===== src/sdio_pkg.sv =====
`default_nettype none
package sdio_pkg;
   // ==========================================
   // Register indices (byte address is index * 4)
   localparam logic [29:0] IDX_OUT1_SEL = 30'h0000_2210;
   localparam logic [29:0] IDX_OUT2_SEL = 30'h0000_2211;
   localparam logic [29:0] IDX_OUT3_SEL = 30'h0000_2212;
   localparam logic [29:0] IDX_OUT4_SEL = 30'h0000_2213;
   localparam logic [29:0] IDX_INPUTS = 30'h0000_60fd;
   localparam logic [29:0] IDX_OUT_COUNT = 30'h0000_60fe;
   localparam logic [29:0] IDX_PHYS_OUT = 30'h0000_6100;
   localparam logic [29:0] IDX_FORCE_MASK = 30'h0000_6101;

   // ==========================================
   // Field layout
   localparam int SEL_POL_BIT = 15;
   localparam int SEL_CODE_LSB = 0;
   localparam int IN_NEG_BIT = 0;
   localparam int IN_POS_BIT = 1;
   localparam int IN_ORG_BIT = 2;
   localparam int IN_DI_LSB = 16;
   localparam int IN_STO_BIT = 31;
   localparam int PHYS_FORCE_LSB = 16;
   localparam int PHYS_STAT_LSB = 24;
   localparam int MASK_LSB = 16;

   // ==========================================
   // Reset values and constants
   localparam logic [15:0] SEL_RESET = 16'h0000;
   localparam logic [3:0] PHYS_RESET = 4'h0;
   localparam logic [3:0] MASK_RESET = 4'h0;
   localparam logic [7:0] OUT_ENTRY_COUNT = 8'h02;
   localparam logic [2:0] HSIZE_WORD = 3'h2;

   // ==========================================
   // Output function codes
   localparam logic [7:0] FN_NONE = 8'h00;
   localparam logic [7:0] FN_BRAKE = 8'h01;
   localparam logic [7:0] FN_READY = 8'h03;
   localparam logic [7:0] FN_IN_POSITION_SECOND = 8'h0b;
   localparam logic [7:0] FN_ORIGIN = 8'h10;
   localparam logic [7:0] FN_IOUT_LAST = 8'h17;
   localparam logic [4:0] FN_HIGH_BASE = 5'h0b;

   // ==========================================
   // State records
   typedef struct packed {
      logic [3:0][15:0] sel;
      logic [3:0] phys;
      logic [3:0] mask;
      logic [7:0] s1;
      logic [7:0] s2;
      logic [7:0] s3;
      logic [7:0] filt;
      logic [3:0] pin;
   } sdio_st_t;

   typedef struct packed {
      logic wr_pend;
      logic rd_pend;
      logic [29:0] idx;
      logic ready;
      logic resp;
      logic [31:0] rdata;
   } sdio_ahb_st_t;
endpackage
`default_nettype wire


===== src/sdio_reg_if.sv =====
`timescale 1ns/1ps
`default_nettype none
interface sdio_reg_if;
   logic wr_en;
   logic [29:0] wr_idx;
   logic [31:0] wr_data;
   logic [29:0] rd_idx;
   logic [31:0] rd_data;
   modport bus (output wr_en, output wr_idx, output wr_data, output rd_idx, input rd_data);
   modport regs (input wr_en, input wr_idx, input wr_data, input rd_idx, output rd_data);
endinterface
`default_nettype wire


===== src/sdio_ahb_slave.sv =====
`timescale 1ns/1ps
`default_nettype none
module sdio_ahb_slave
   import sdio_pkg::*;
(
   // Clock and reset
   input wire logic sys_clk,
   input wire logic rst,
   // AHB-Lite slave
   input wire logic hsel,
   input wire logic [31:0] haddr,
   input wire logic [1:0] htrans,
   input wire logic hwrite,
   input wire logic [2:0] hsize,
   input wire logic [31:0] hwdata,
   input wire logic hready,
   output logic hreadyout,
   output logic [31:0] hrdata,
   output logic hresp,
   // Register side
   sdio_reg_if.bus regs
);
   sdio_ahb_st_t st_r;
   sdio_ahb_st_t st_nxt;

   // ==========================================
   // Transfer sequencing
   // Reads take one wait state so hrdata leaves a flop
   always_comb begin
      st_nxt = st_r;
      st_nxt.wr_pend = 1'b0;
      st_nxt.resp = 1'b0;
      if (st_r.rd_pend) begin
         st_nxt.rdata = regs.rd_data;
         st_nxt.ready = 1'b1;
         st_nxt.rd_pend = 1'b0;
      end
      if (hsel && htrans[1] && hready) begin
         st_nxt.idx = haddr[31:2];
         if (hwrite) begin
            // Sub-word writes are dropped
            st_nxt.wr_pend = (hsize == HSIZE_WORD);
         end else begin
            st_nxt.rd_pend = 1'b1;
            st_nxt.ready = 1'b0;
         end
      end
   end

   always_ff @(posedge sys_clk) begin
      if (rst) begin
         st_r <= '{wr_pend: 1'b0, rd_pend: 1'b0, idx: '0, ready: 1'b1, resp: 1'b0, rdata: '0};
      end else begin
         st_r <= st_nxt;
      end
   end

   assign regs.wr_en = st_r.wr_pend;
   assign regs.wr_idx = st_r.idx;
   assign regs.wr_data = hwdata;
   assign regs.rd_idx = st_r.idx;
   assign hreadyout = st_r.ready;
   assign hrdata = st_r.rdata;
   assign hresp = st_r.resp;
endmodule // sdio_ahb_slave
`default_nettype wire


===== src/sdio_top.sv =====
`timescale 1ns/1ps
`default_nettype none
module sdio_top
   import sdio_pkg::*;
#(
   parameter int NUM_OUT = 4
) (
   // Clock and reset
   input wire logic sys_clk,
   input wire logic rst,
   // AHB-Lite slave
   input wire logic hsel,
   input wire logic [31:0] haddr,
   input wire logic [1:0] htrans,
   input wire logic hwrite,
   input wire logic [2:0] hsize,
   input wire logic [31:0] hwdata,
   input wire logic hready,
   output logic hreadyout,
   output logic [31:0] hrdata,
   output logic hresp,
   // Drive status functions, same clock
   input wire logic brake_flag,
   input wire logic fault_flag,
   input wire logic servo_ready_flag,
   input wire logic zero_velocity_flag,
   input wire logic in_position_first,
   input wire logic torque_limited_flag,
   input wire logic velocity_limited_flag,
   input wire logic velocity_reached_flag,
   input wire logic warning_flag,
   input wire logic rotation_detected_flag,
   input wire logic in_position_second,
   input wire logic origin_found_flag,
   input wire logic end_of_motion_flag,
   input wire logic [5:0] indexed_general_output,
   // Connector inputs, asynchronous
   input wire logic negative_limit_switch,
   input wire logic positive_limit_switch,
   input wire logic origin_sensor,
   input wire logic [3:0] input_pin,
   input wire logic safe_torque_off_input,
   // Connector outputs
   output logic [NUM_OUT-1:0] output_pin
);
   sdio_st_t st_r;
   sdio_st_t st_nxt;
   sdio_reg_if reg_if ();
   logic [18:0] fn_vec;
   logic [7:0] raw_in;

   // ==========================================
   // Bus slave
   sdio_ahb_slave u_ahb (
      .sys_clk(sys_clk),
      .rst(rst),
      .hsel(hsel),
      .haddr(haddr),
      .htrans(htrans),
      .hwrite(hwrite),
      .hsize(hsize),
      .hwdata(hwdata),
      .hready(hready),
      .hreadyout(hreadyout),
      .hrdata(hrdata),
      .hresp(hresp),
      .regs(reg_if.bus)
   );

   // ==========================================
   // Helpers
   function automatic logic sel_hit(input logic [29:0] idx, input int unsigned n);
      return idx == 30'(IDX_OUT1_SEL + n);
   endfunction

   // Active level of a function before polarity; unknown codes idle
   function automatic logic fn_level(input logic [7:0] code, input logic [18:0] fv);
      logic r;
      r = 1'b0;
      if (code >= FN_BRAKE && code <= FN_IN_POSITION_SECOND) begin
         r = fv[5'(code - FN_BRAKE)];
      end else if (code >= FN_ORIGIN && code <= FN_IOUT_LAST) begin
         r = fv[5'(code - FN_ORIGIN) + FN_HIGH_BASE];
      end
      return r;
   endfunction

   assign fn_vec = {indexed_general_output, end_of_motion_flag, origin_found_flag, in_position_second,
      rotation_detected_flag, warning_flag, velocity_reached_flag, velocity_limited_flag,
      torque_limited_flag, in_position_first, zero_velocity_flag, servo_ready_flag, fault_flag, brake_flag};
   assign raw_in = {safe_torque_off_input, input_pin, origin_sensor, positive_limit_switch,
      negative_limit_switch};

   // ==========================================
   // Next state
   always_comb begin
      st_nxt = st_r;
      // Three-stage sampling; a level counts once stages two and three agree
      st_nxt.s1 = raw_in;
      st_nxt.s2 = st_r.s1;
      st_nxt.s3 = st_r.s2;
      for (int b = 0; b < 8; b++) begin
         if (st_r.s2[b] == st_r.s3[b]) begin
            st_nxt.filt[b] = st_r.s3[b];
         end
      end
      if (reg_if.wr_en) begin
         for (int i = 0; i < NUM_OUT; i++) begin
            if (sel_hit(reg_if.wr_idx, i)) begin
               // Reserved bits 14..8 are not stored
               st_nxt.sel[i] = {reg_if.wr_data[SEL_POL_BIT], 7'h00, reg_if.wr_data[SEL_CODE_LSB +: 8]};
            end
         end
         if (reg_if.wr_idx == IDX_PHYS_OUT) begin
            st_nxt.phys = reg_if.wr_data[PHYS_FORCE_LSB +: 4];
         end
         if (reg_if.wr_idx == IDX_FORCE_MASK) begin
            st_nxt.mask = reg_if.wr_data[MASK_LSB +: 4];
         end
      end
      for (int i = 0; i < NUM_OUT; i++) begin
         if (st_r.mask[i]) begin
            st_nxt.pin[i] = st_r.phys[i];
         end else begin
            // Unassigned code gives level 0, so the pin rests at its inactive level
            st_nxt.pin[i] = fn_level(st_r.sel[i][SEL_CODE_LSB +: 8], fn_vec) ^ st_r.sel[i][SEL_POL_BIT];
         end
      end
   end

   always_ff @(posedge sys_clk) begin
      if (rst) begin
         st_r <= '{sel: {NUM_OUT{SEL_RESET}}, phys: PHYS_RESET, mask: MASK_RESET, s1: '0, s2: '0, s3: '0,
            filt: '0, pin: '0};
      end else begin
         st_r <= st_nxt;
      end
   end

   assign output_pin = st_r.pin;

   // ==========================================
   // Register read
   always_comb begin
      reg_if.rd_data = 32'h0000_0000;
      for (int i = 0; i < NUM_OUT; i++) begin
         if (sel_hit(reg_if.rd_idx, i)) begin
            reg_if.rd_data = {16'h0000, st_r.sel[i]};
         end
      end
      if (reg_if.rd_idx == IDX_INPUTS) begin
         reg_if.rd_data[IN_NEG_BIT] = st_r.filt[0];
         reg_if.rd_data[IN_POS_BIT] = st_r.filt[1];
         reg_if.rd_data[IN_ORG_BIT] = st_r.filt[2];
         reg_if.rd_data[IN_DI_LSB +: 4] = st_r.filt[6:3];
         // Safe-torque-off pin is high while its circuit is closed
         reg_if.rd_data[IN_STO_BIT] = ~st_r.filt[7];
      end
      if (reg_if.rd_idx == IDX_OUT_COUNT) begin
         reg_if.rd_data = {24'h00_0000, OUT_ENTRY_COUNT};
      end
      if (reg_if.rd_idx == IDX_PHYS_OUT) begin
         reg_if.rd_data[PHYS_FORCE_LSB +: 4] = st_r.phys;
         reg_if.rd_data[PHYS_STAT_LSB +: 4] = st_r.pin;
      end
      if (reg_if.rd_idx == IDX_FORCE_MASK) begin
         reg_if.rd_data[MASK_LSB +: 4] = st_r.mask;
      end
   end
endmodule // sdio_top
`default_nettype wire


===== config.mk =====
export PLATFORM = sky130hd
export DESIGN_NAME = sdio_top
export DESIGN_NICKNAME = d
export VERILOG_FILES = /design/src/sdio_pkg.sv /design/src/sdio_reg_if.sv /design/src/sdio_ahb_slave.sv /design/src/sdio_top.sv
export SDC_FILE = /design/constraint.sdc
export NUM_CORES = 1
export LEC_CHECK = 0
export ABC_CLOCK_PERIOD_IN_PS = 2380
export BUFFER_PORTS_ARGS = -buffer_cell sky130_fd_sc_hd__buf_2
export CORE_UTILIZATION = 52
export DETAILED_ROUTE_END_ITERATION = 8
export GPL_TIMING_DRIVEN = 0
export PLACE_DENSITY = 0.78
export SLEW_MARGIN = 0
export SYNTH_ARGS = -nofsm -noshare
export SYNTH_HDL_FRONTEND = slang
export SYNTH_HIERARCHICAL = 1
export SYNTH_SLANG_ARGS = --single-unit

===== constraint.sdc =====
create_clock -name sys_clk -period 2.38 [get_ports sys_clk]
set_clock_uncertainty 0.1 [all_clocks]
set_input_delay 0.238 -clock sys_clk [delete_from_list [all_inputs] [get_ports sys_clk]]
set_output_delay 0.238 -clock sys_clk [all_outputs]
set_load 0.005 [all_outputs]

* Word-level counts from Yosys, hierarchy flattened
Index checks and enable logic that the tools add are counted.
Word-level totals: bits in registers 145, bits of input ports 101, output and inout port bits 38
Operators by class: $add $sub $neg 12, $lt $le $gt $ge 24, eq/ne operators 17, mux-type cells 48, bitwise gates (word level) 7, reduce and logical (&&, ||, !) cells 18
Operator list (count):
- $eq A30 B14 Y1 const B | 4
- $eq A30 B15 Y1 const B | 4
- $mux W32 | 3
- $lt A5 B6 Y1 const B | 8
- $bmux W1 S5 | 8
- $mux W33 | 1
- $ge A8 B1 Y1 const B | 4
- $ge A8 B5 Y1 const B | 4
- $le A8 B4 Y1 const B | 4
- $le A8 B5 Y1 const B | 4
- $mux W16 | 2
- $mux W1 | 29
- $add A5 B4 Y5 const B | 4
- $sub A5 B1 Y5 const B | 4
- $sub A5 B5 Y5 const B | 4
- $mux W4 | 4
- $reduce_and A2 Y1 | 6
- $logic_and A1 B1 Y1 | 10
- $eq A1 B1 Y1 | 8
- $xor A1 B1 Y1 | 4
- $eq A3 B2 Y1 const B | 1
- $mux W3 | 1
- $not A1 Y1 | 3
- $reduce_or A3 Y1 | 1
- $reduce_or A2 Y1 | 1

* Depth between registers and ports, before layout
Gate-level depths: netlist of the first run.
depth after elaboration 9, mapped depth 10

* Hierarchy
Netlist of the first run, hierarchy kept.
By module, submodules not included:
- sdio_top | times used 1, cells each 472, area an instance 4623.2 sq um, seq. area each 1601.5 sq um
- sdio_ahb_slave | times used 1, cells each 371, area an instance 3564.7 sq um, seq. area each 1301.2 sq um

* Worst setup path after synthesis of the first run
No wires, ideal clock.
path kind reg-to-reg, from register st_r[92] in the netlist's numbering, to register st_r (netlist bit output_pin[3]), arrival time 2236 ps, required time 2220 ps, path slack -17 ps, stages on the path, launching flop included 11, cell sequence dfxtp_1 -> buf_6 -> inv_1 -> ha_1 -> buf_2 -> mux2i_1 -> o32a_1 -> a311oi_1 -> o21ai_1 -> a2111oi_1 -> a311o_1
Between the ends: cells in the longest elaborated chain, start to end 9, elaborated cells between the ends (all ways) 18, those cells by class add/sub: 3; order compare: 4; mux: 8; bitwise: 1; reduce/logical: 2
RTL lines:
- start, declared | RTL line sdio_top.sv:46 | sdio_st_t st_r;
- start signal, assigned | RTL line sdio_top.sv:133 | st_r <= '{sel: {NUM_OUT{SEL_RESET}}, phys: PHYS_RESET, mask: MASK_RESET, s1: '0, s2: '0, s3: '0,
- start signal, assigned | RTL line sdio_top.sv:136 | st_r <= st_nxt;
- $sub A5 B5 Y5 | RTL line sdio_top.sv:83 | r = fv[5'(code - FN_ORIGIN) + FN_HIGH_BASE];
- $add A5 B4 Y5 | RTL line sdio_top.sv:83
- $bmux W1 S5 | RTL line sdio_top.sv:83
- $mux W1 (not written as such) | RTL line sdio_top.sv:83
- $mux W1 | RTL line sdio_top.sv:82 | end else if (code >= FN_ORIGIN && code <= FN_IOUT_LAST) begin
- $mux W1 * | RTL line sdio_top.sv:80 | if (code >= FN_BRAKE && code <= FN_IN_POSITION_SECOND) begin
- $mux W1 * | RTL line sdio_top.sv:122 | if (st_r.mask[i]) begin
- $xor A1 B1 Y1 * | RTL line sdio_top.sv:126 | st_nxt.pin[i] = fn_level(st_r.sel[i][SEL_CODE_LSB +: 8], fn_vec) ^ st_r.sel[i][SEL_POL_BIT];
- $mux W1 * | RTL line sdio_top.sv:122
Every way passes the cells marked *; elsewhere a longest branch is shown, timed or not. The select of a mux whose other input is x is not followed. A chain may end at the register's enable or synchronous reset.

* Worst setup path in the final report of the first run
from register st_r[60] in the netlist's numbering, to register st_r (netlist bit output_pin[1])
The elaborated chain is that of the path after synthesis.

==> results of run 1 <==
==> metal layers <==
layer / track usage [%] / wire length (um) / up-vias / part of all wire, %
met4: 9.57 / 382 / 0 / 2.0
li1: - / - / 3158 / -
met2: 43.3 / 9750 / 188 / 50
met5: 0 / 0 / - / 0
met1: 30.7 / 8360 / 3008 / 43
met3: 5.53 / 1000 / 26 / 5.1
==> where the power goes <==
| part | total [mW] | switching, mW | internal (mW) |
|---|---|---|---|
| Clock | 2.59 | 1.01 | 1.58 |
| Combinational | 0.511 | 0.222 | 0.289 |
| Sequential | 2.48 | 0.0237 | 2.46 |
==> state kept, by name, indices dropped and copies added, names as in the netlist <==
| signal | flops |
|---|---|
| u_ahb/hrdata | 32 |
| st_nxt | 16 |
| output_pin | 4 |
| u_ahb/st_r | 1 |
| u_ahb/hreadyout | 1 |
| u_ahb/regs.wr_en | 1 |
| st_r | 60 |
| u_ahb/regs.rd_idx | 30 |
==> metrics by stage <==
| step | TNS, ns | instance area [um^2] | hold slack [ns] | utilization (%) | worst slack [ns] |
|---|---|---|---|---|---|
| after CTS | -0.415 | 10300 | 0.00934 | 68.1 | -0.123 |
| after floorplan | 0 | 8100 | 0.217 | - | 0.0324 |
| after global routing | -0.707 | 10500 | 0.00170 | 69.0 | -0.220 |
| after global placement | -1.34 | 8840 | 0.322 | 58.4 | -0.192 |
| final | -0.229 | 10500 | 0.0102 | 69.0 | -0.112 |
| after detailed placement | -1.70 | 8840 | 0.325 | 58.4 | -0.191 |
==> worst max-delay path: cells and delay by family (launching register included) <==
kind	cells	cell delay, ns
mux	3	0.83
buf+inv	5	0.47
fa+ha+maj	1	0.33
flops	1	0.32
compound gates	1	0.20
simple gates	1	0.17
==> final cells by class <==
class,instances,area [um^2]
fill,1108,4690
multi-input combinational,527,4230
sequential,145,2930
timing repair buffer,192,1340
buffer,145,1080
clock buffer,21,460
tap,188,235
clock inverter,9,110
inverter,13,68.8
==> layout by cell type (no fill, tap or decap), types with 5 or more instances in the layout <==
cell type / n
nor2_1: 86
nand4b_1: 6
buf_2: 106
dfxtp_4: 5
mux4_2: 23
clkbuf_1: 14
nand4_1: 5
buf_6: 9
clkbuf_16: 17
nand2_1: 29
nand2b_1: 69
nor3b_1: 13
dlygate4sd3_1: 54
buf_4: 150
nor3_1: 15
and2_1: 6
a21oi_1: 18
dfxtp_2: 6
nor2b_1: 30
o21ai_0: 12
nor4_1: 6
dfxtp_1: 134
inv_1: 6
mux2i_1: 116
conb_1: 15
==> how the worst max path moves through the flow <==
stage | from | end | slack [ns] | cells past startpoint
global route | st_r[60] | output_pin[1] | -0.22 | 9
finish | st_r[60] | output_pin[1] | -0.11 | 11
floorplan | st_r[92] | output_pin[3] | 0.03 | 9
detailed placement | st_r[76] | output_pin[2] | -0.19 | 9
CTS | st_r[76] | output_pin[2] | -0.12 | 10
global placement | st_r[92] | output_pin[3] | -0.19 | 10
==> repair_timing <==
item                                    in CTS  in global routing
hold buffers                                54                  0
pin swaps                                   13                 20
resized for setup                           42                 35
endpoints found under the hold margin       78                  0
endpoints found under the setup margin      26                 62
buffers inserted                            28                 10
gates cloned                                 0                  0
==> summary.txt, run 1 <==
Setup path
  • CP peak stage delay: 0.46 ns
  • WS Path Type: reg2reg
  • Worst r2r dst: output_pin[1]
  • Arr. time, crit path: ~2.7 ns
  • CP Max Fanout: 7
  • Most frequent CP cell: buf_4
  • Critical path's slowest cell: mux4_2
  • Reg2reg path depth: 11
  • Worst path required time: 2.62 ns
  • Critical path cell sequence: buf_6, inv_6, ha_4, mux2i_4, mux2i_1, mux4_2, nand4b_1, buf_4, buf_4, buf_4, a311o_1
  • CP Capture Type: flip-flop
  • RR Startpoint: st_r[60]
  • Worst setup SP type: flip-flop
  • FF-to-FF setup slack: -0.11 ns

Global route
  • Number of global-route vias before repair: around 6400
  • Initial antenna violation count: 0
  • Tot GR Track Use: 25.1%
  • First-pass GRT wire length: 31300 um
  • Maximum number of pins on one net before global-route repair: 17
  • Overflow after GRT: 0

Clock network
  • Clock Path Buffers: 2
  • CTS clk-pin slew, worst paths: 0.06 ns
  • TritonCTS buffer count: 17
  • CTS tree: built
  • Clk sink count: 145
  • CTS root buf: clkbuf_16
  • Skew-Pair Late Insertion Delay: 0.42 ns
  • H-tree depth: 4

Yosys
  • Synthesis Warnings: 6
  • Mean Syn Cell Area: ~10 um^2
  • Post-Syn Instances: 824
  • Mapped cell area: slightly above 8000 um^2

Timing
  • Relative slew slack: 60.9%
  • Fin crit share: 105%
  • Unrepaired setup endpoints after global routing: true
  • Minimum clock period: 2.49 ns
  • Endpoints failing hold: 0
  • Slew Viols, Final: 0
  • Pin slew with the least headroom to its limit: 0.587 ns
  • FMAX: 401 MHz
  • Final number of setup-violating endpoints: 4
  • Final WS setup: -0.112 ns

Hold path
  • Startpoint of the worst hold path: haddr[6]
  • Hold/Removal Path Class: in2reg
  • Worst Hold End: u_ahb/regs.rd_idx[4]
  • WHS Path Cells: 3

Detailed routing
  • DR WL/cell: roughly 16 um
  • Vias per inst: a little over 5
  • Final wirelength: slightly below 20000 um
  • DRC: 0
  • Initial DRC count: 414
  • Antenna viol nets, final: 0
  • Drt first pass iters: 5
  • Via Count: 6380

Placed design
  • GP Congestion: 0.857
  • I/O Buffers: 101
  • DP Cell Count: 1126
  • DP HPWL: roughly 13000 um

Cells and area
  • Area grow syn2layout: 29.9%
  • Nets: 1150
  • Final std cells w/o fill: ~1200
  • Layout cell share with drive strength beyond 1: 35.5%
  • Ant diodes: 0

Die
  • Core area: 15100 um^2
  • Ports: around 140
  • Die Ht: 126 um
  • Die area: 16000 um^2
  • Initial Util: 53.1%
  • FP Rows: 45
  • Die W: 126 um

Pwr
  • Power Dens Cells: about 530 nW/um^2
  • IR drop worst, VDD: 500 uV
  • Pwr Total: 5.59 mW
  • Leakage: roughly 4.2 nW

Job
  • MaxCap Viol Count: 0

Run status
  • Failing checks: setup timing
  • Status: finished with violations
Power figures use the tool's default switching activity.
==> inputs of run 2 (changes only) <==
--- a/config.mk
+++ b/config.mk
@@ -16,3 +16,4 @@
 export SYNTH_HDL_FRONTEND = slang
 export SYNTH_HIERARCHICAL = 1
 export SYNTH_SLANG_ARGS = --single-unit
+export TNS_END_PERCENT = 30
==> run 2 against run 1 <==
  * The run still ends with setup timing left
  * Non-clock buffer count decreased by 13
  * Clock-buffer cell count fell by 4
  * Global-route usage up 0.29 points
  * Register-to-register slack better by 0.08 ns
  * Fmax increased by 3.5%
  * Final cell count shrank 0.89%
  * First-iteration DRC count down 12%
  * Sequential share of layout area is essentially flat
  * Sequential power is essentially flat
  * Wire length rose by 2.9%
  * Critical path depth decreased by 3
  * Largest cell class unchanged
==> summary.txt, run 2 (synthesized netlist as in run 1, its figures left out) <==
Placed design
  • I/O Buffers: 101 (unchanged)
  • DP HPWL: 13100 um (was 12900 um)
  • Pre-CTS WS: -0.263 ns (was -0.191 ns)
  • GP Congestion: 0.854 (was 0.857)
  • DP Cell Count: 1126 (unchanged)

Pwr
  • Power Dens Cells: 544 nW/um^2 (was 534 nW/um^2)
  • Sequential share of power: 43.5% (was 44.5%)
  • Sw Pwr: 1.38 mW (was 1.25 mW)
  • IR drop worst, VDD: 464 uV (was 500 uV)
  • Sw Ratio: 24.2% (was 22.4%)
  • Clock share of power: 47.5% (was 46.4%)
  • Pint: 4.32 mW (was 4.33 mW)
  • Leakage: 4.22 nW (was 4.24 nW)
  • Logic pwr share: 9.0% (was 9.2%)
  • Pwr Total: 5.70 mW (was 5.59 mW)

Cells and area
  • Ant diodes: 0 (unchanged)
  • Layout cell share with drive strength beyond 1: 36.4% (was 35.5%)
  • Largest Register: st_r (unchanged)
  • Max FFs per register: 60 (unchanged)
  • Layout fillers: 1079 (was 1108)
  • FF/Latch Area: 2930 um^2 (about the same)
  • Leading cell type in the layout, fill and taps excluded: buf_4 (unchanged)
  • Nets: 1137 (was 1150)
  • Core Util, Final: 69.2% (was 69.0%)
  • Final std cells w/o fill: 1229 (was 1240)
  • Area grow syn2layout: 30.3% (was 29.9%)
  • Commonest non-fill, non-tap cells in the layout: 138 x buf_4, 133 x dfxtp_1, 114 x mux2i_1, 107 x buf_2, 86 x nor2_1 (was 150 x buf_4, 134 x dfxtp_1, 116 x mux2i_1, 106 x buf_2, 86 x nor2_1)
  • Multi-input gate area: 4330 um^2 (was 4230 um^2)

Die
  • Core area: 15100 um^2 (unchanged)
  • Initial Util: 53.1% (unchanged)
  • FP Rows: 45 (unchanged)
  • Die Ht: 126 um (unchanged)
  • Die W: 126 um (unchanged)
  • Ports: 139 (unchanged)
  • Die area: 16000 um^2 (unchanged)

Global route
  • Tot GR Track Use: 25.4% (was 25.1%)
  • Initial antenna violation count: 0 (unchanged)
  • First-pass GRT wire length: 32000 um (was 31300 um)
  • Number of global-route vias before repair: 6426 (was 6382)
  • Maximum number of pins on one net before global-route repair: 17 (unchanged)
  • Overflow after GRT: 0 (unchanged)

Setup path
  • WS Path Type: reg2reg (unchanged)
  • CP Max Fanout: 6 (was 7)
  • Worst setup SP type: flip-flop (unchanged)
  • CP Capture Type: flip-flop (unchanged)
  • Worst path required time: 2.57 ns (was 2.62 ns)
  • Arr. time, crit path: 2.60 ns (was 2.74 ns)

Timing
  • Final WS setup: -0.0273 ns (was -0.112 ns)
  • Minimum clock period: 2.41 ns (was 2.49 ns)
  • Unrepaired setup endpoints after global routing: true (unchanged)
  • FMAX: 415 MHz (was 401 MHz)
  • Fin Hold WS: 0.00214 ns (was 0.0102 ns)
  • Fin crit share: 101% (was 105%)
  • Final number of setup-violating endpoints: 3 (was 4)
  • Slew Viols, Final: 0 (unchanged)
  • Relative slew slack: 53.5% (was 60.9%)
  • Pin slew with the least headroom to its limit: 0.692 ns (was 0.587 ns)
  • Endpoints failing hold: 0 (unchanged)

Job
  • MaxCap Viol Count: 0 (unchanged)

Clock network
  • Skew-Pair Late Insertion Delay: 0.43 ns (was 0.42 ns)
  • Clk sink count: 145 (unchanged)
  • Clock Path Buffers: 2 (unchanged)
  • CTS root buf: clkbuf_16 (unchanged)
  • TritonCTS buffer count: 17 (unchanged)
  • H-tree depth: 4 (unchanged)
  • CTS clk-pin slew, worst paths: 0.07 ns (was 0.06 ns)
  • CTS tree: built (unchanged)

Run status
  • Status: finished with violations (unchanged)
  • Failing checks: setup timing (unchanged)

Detailed routing
  • Final wirelength: 20100 um (was 19500 um)
  • Drt first pass iters: 5 (unchanged)
  • Via Count: 6462 (was 6380)
  • Vias per inst: 5.26 (was 5.15)
  • DR WL/cell: 16.3 um (was 15.7 um)
  • DRC: 0 (unchanged)
  • Initial DRC count: 363 (was 414)
  • Antenna viol nets, final: 0 (unchanged)

Hold path
  • Hold/Removal Path Class: in2reg (unchanged)
[run 2: timing repair]
action	4_1_cts	5_1_grt
pin swaps	17	25
hold endpoints to repair	72	0
buffers inserted	23	5
gates resized for setup	52	47
setup endpoints to repair	33	59
hold buffers	54	0
[run 2: final cells by class]
| cell class | instances | area share [%] |
|---|---|---|
| repair buffers | 183 | 12.2 |
| flip-flops and latches | 145 | 28.0 |
| inverters | 13 | 0.681 |
| multi-input cells | 527 | 41.3 |
| clock inverters | 15 | 1.67 |
| clock buffers | 17 | 4.06 |
| well taps | 188 | 2.24 |
| plain buffers | 141 | 9.85 |
[run 2: power groups by stage]
| stage | Combinational [mW] | Sequential [mW] | Clock (mW) |
|---|---|---|---|
| floorplan | 0.276 | 2.53 | 0 |
| global placement | 0.397 | 2.54 | 0 |
| detailed placement | 0.404 | 2.54 | 0 |
| CTS | 0.486 | 2.49 | 2.73 |
| global route | 0.552 | 2.49 | 2.85 |
| finish | 0.513 | 2.48 | 2.71 |
[run 2: metal layers]
metal | vias up | GRT usage [%] | part of all wire, %
met1 | 3077 | 31.4 | 43
met4 | 0 | 7.65 | 1.4
met5 | - | 0 | 0
met3 | 23 | 5.78 | 5.3
met2 | 223 | 44.1 | 50
li1 | 3139 | - | -
[run 2: stage by stage]
| stage | TNS (ns) | cell area, um^2 |
|---|---|---|
| 3_5_place_dp | -1.77 | 8840 |
| 5_1_grt | -0.465 | 10500 |
| 6_report | -0.0785 | 10500 |
| 3_3_place_gp | -1.45 | 8840 |
| 4_1_cts | -0.413 | 10300 |
| 2_1_floorplan | -0.00346 | 8100 |
[run 2: path summary, 6_finish.rpt]
check	end	slack, ns	from	cells past startpoint
setup / recovery	output_pin[1]	-0.03	st_r[60]	8
hold / removal	u_ahb/regs.rd_idx[17]	0.002	haddr[19]	3
setup reg to reg	output_pin[1]	-0.03	st_r[60]	8
hold reg to reg	st_nxt[19]	0.34	st_nxt[27]	1
[run 2: worst max-delay path, cell delays in order, from the launching register on]
cell	delay, ns
dfxtp_4	0.38
inv_6	0.04
ha_4	0.28
mux2i_4	0.20
o32a_1	0.34
a311oi_2	0.31
o21ai_2	0.14
buf_4	0.15
a311o_1	0.35
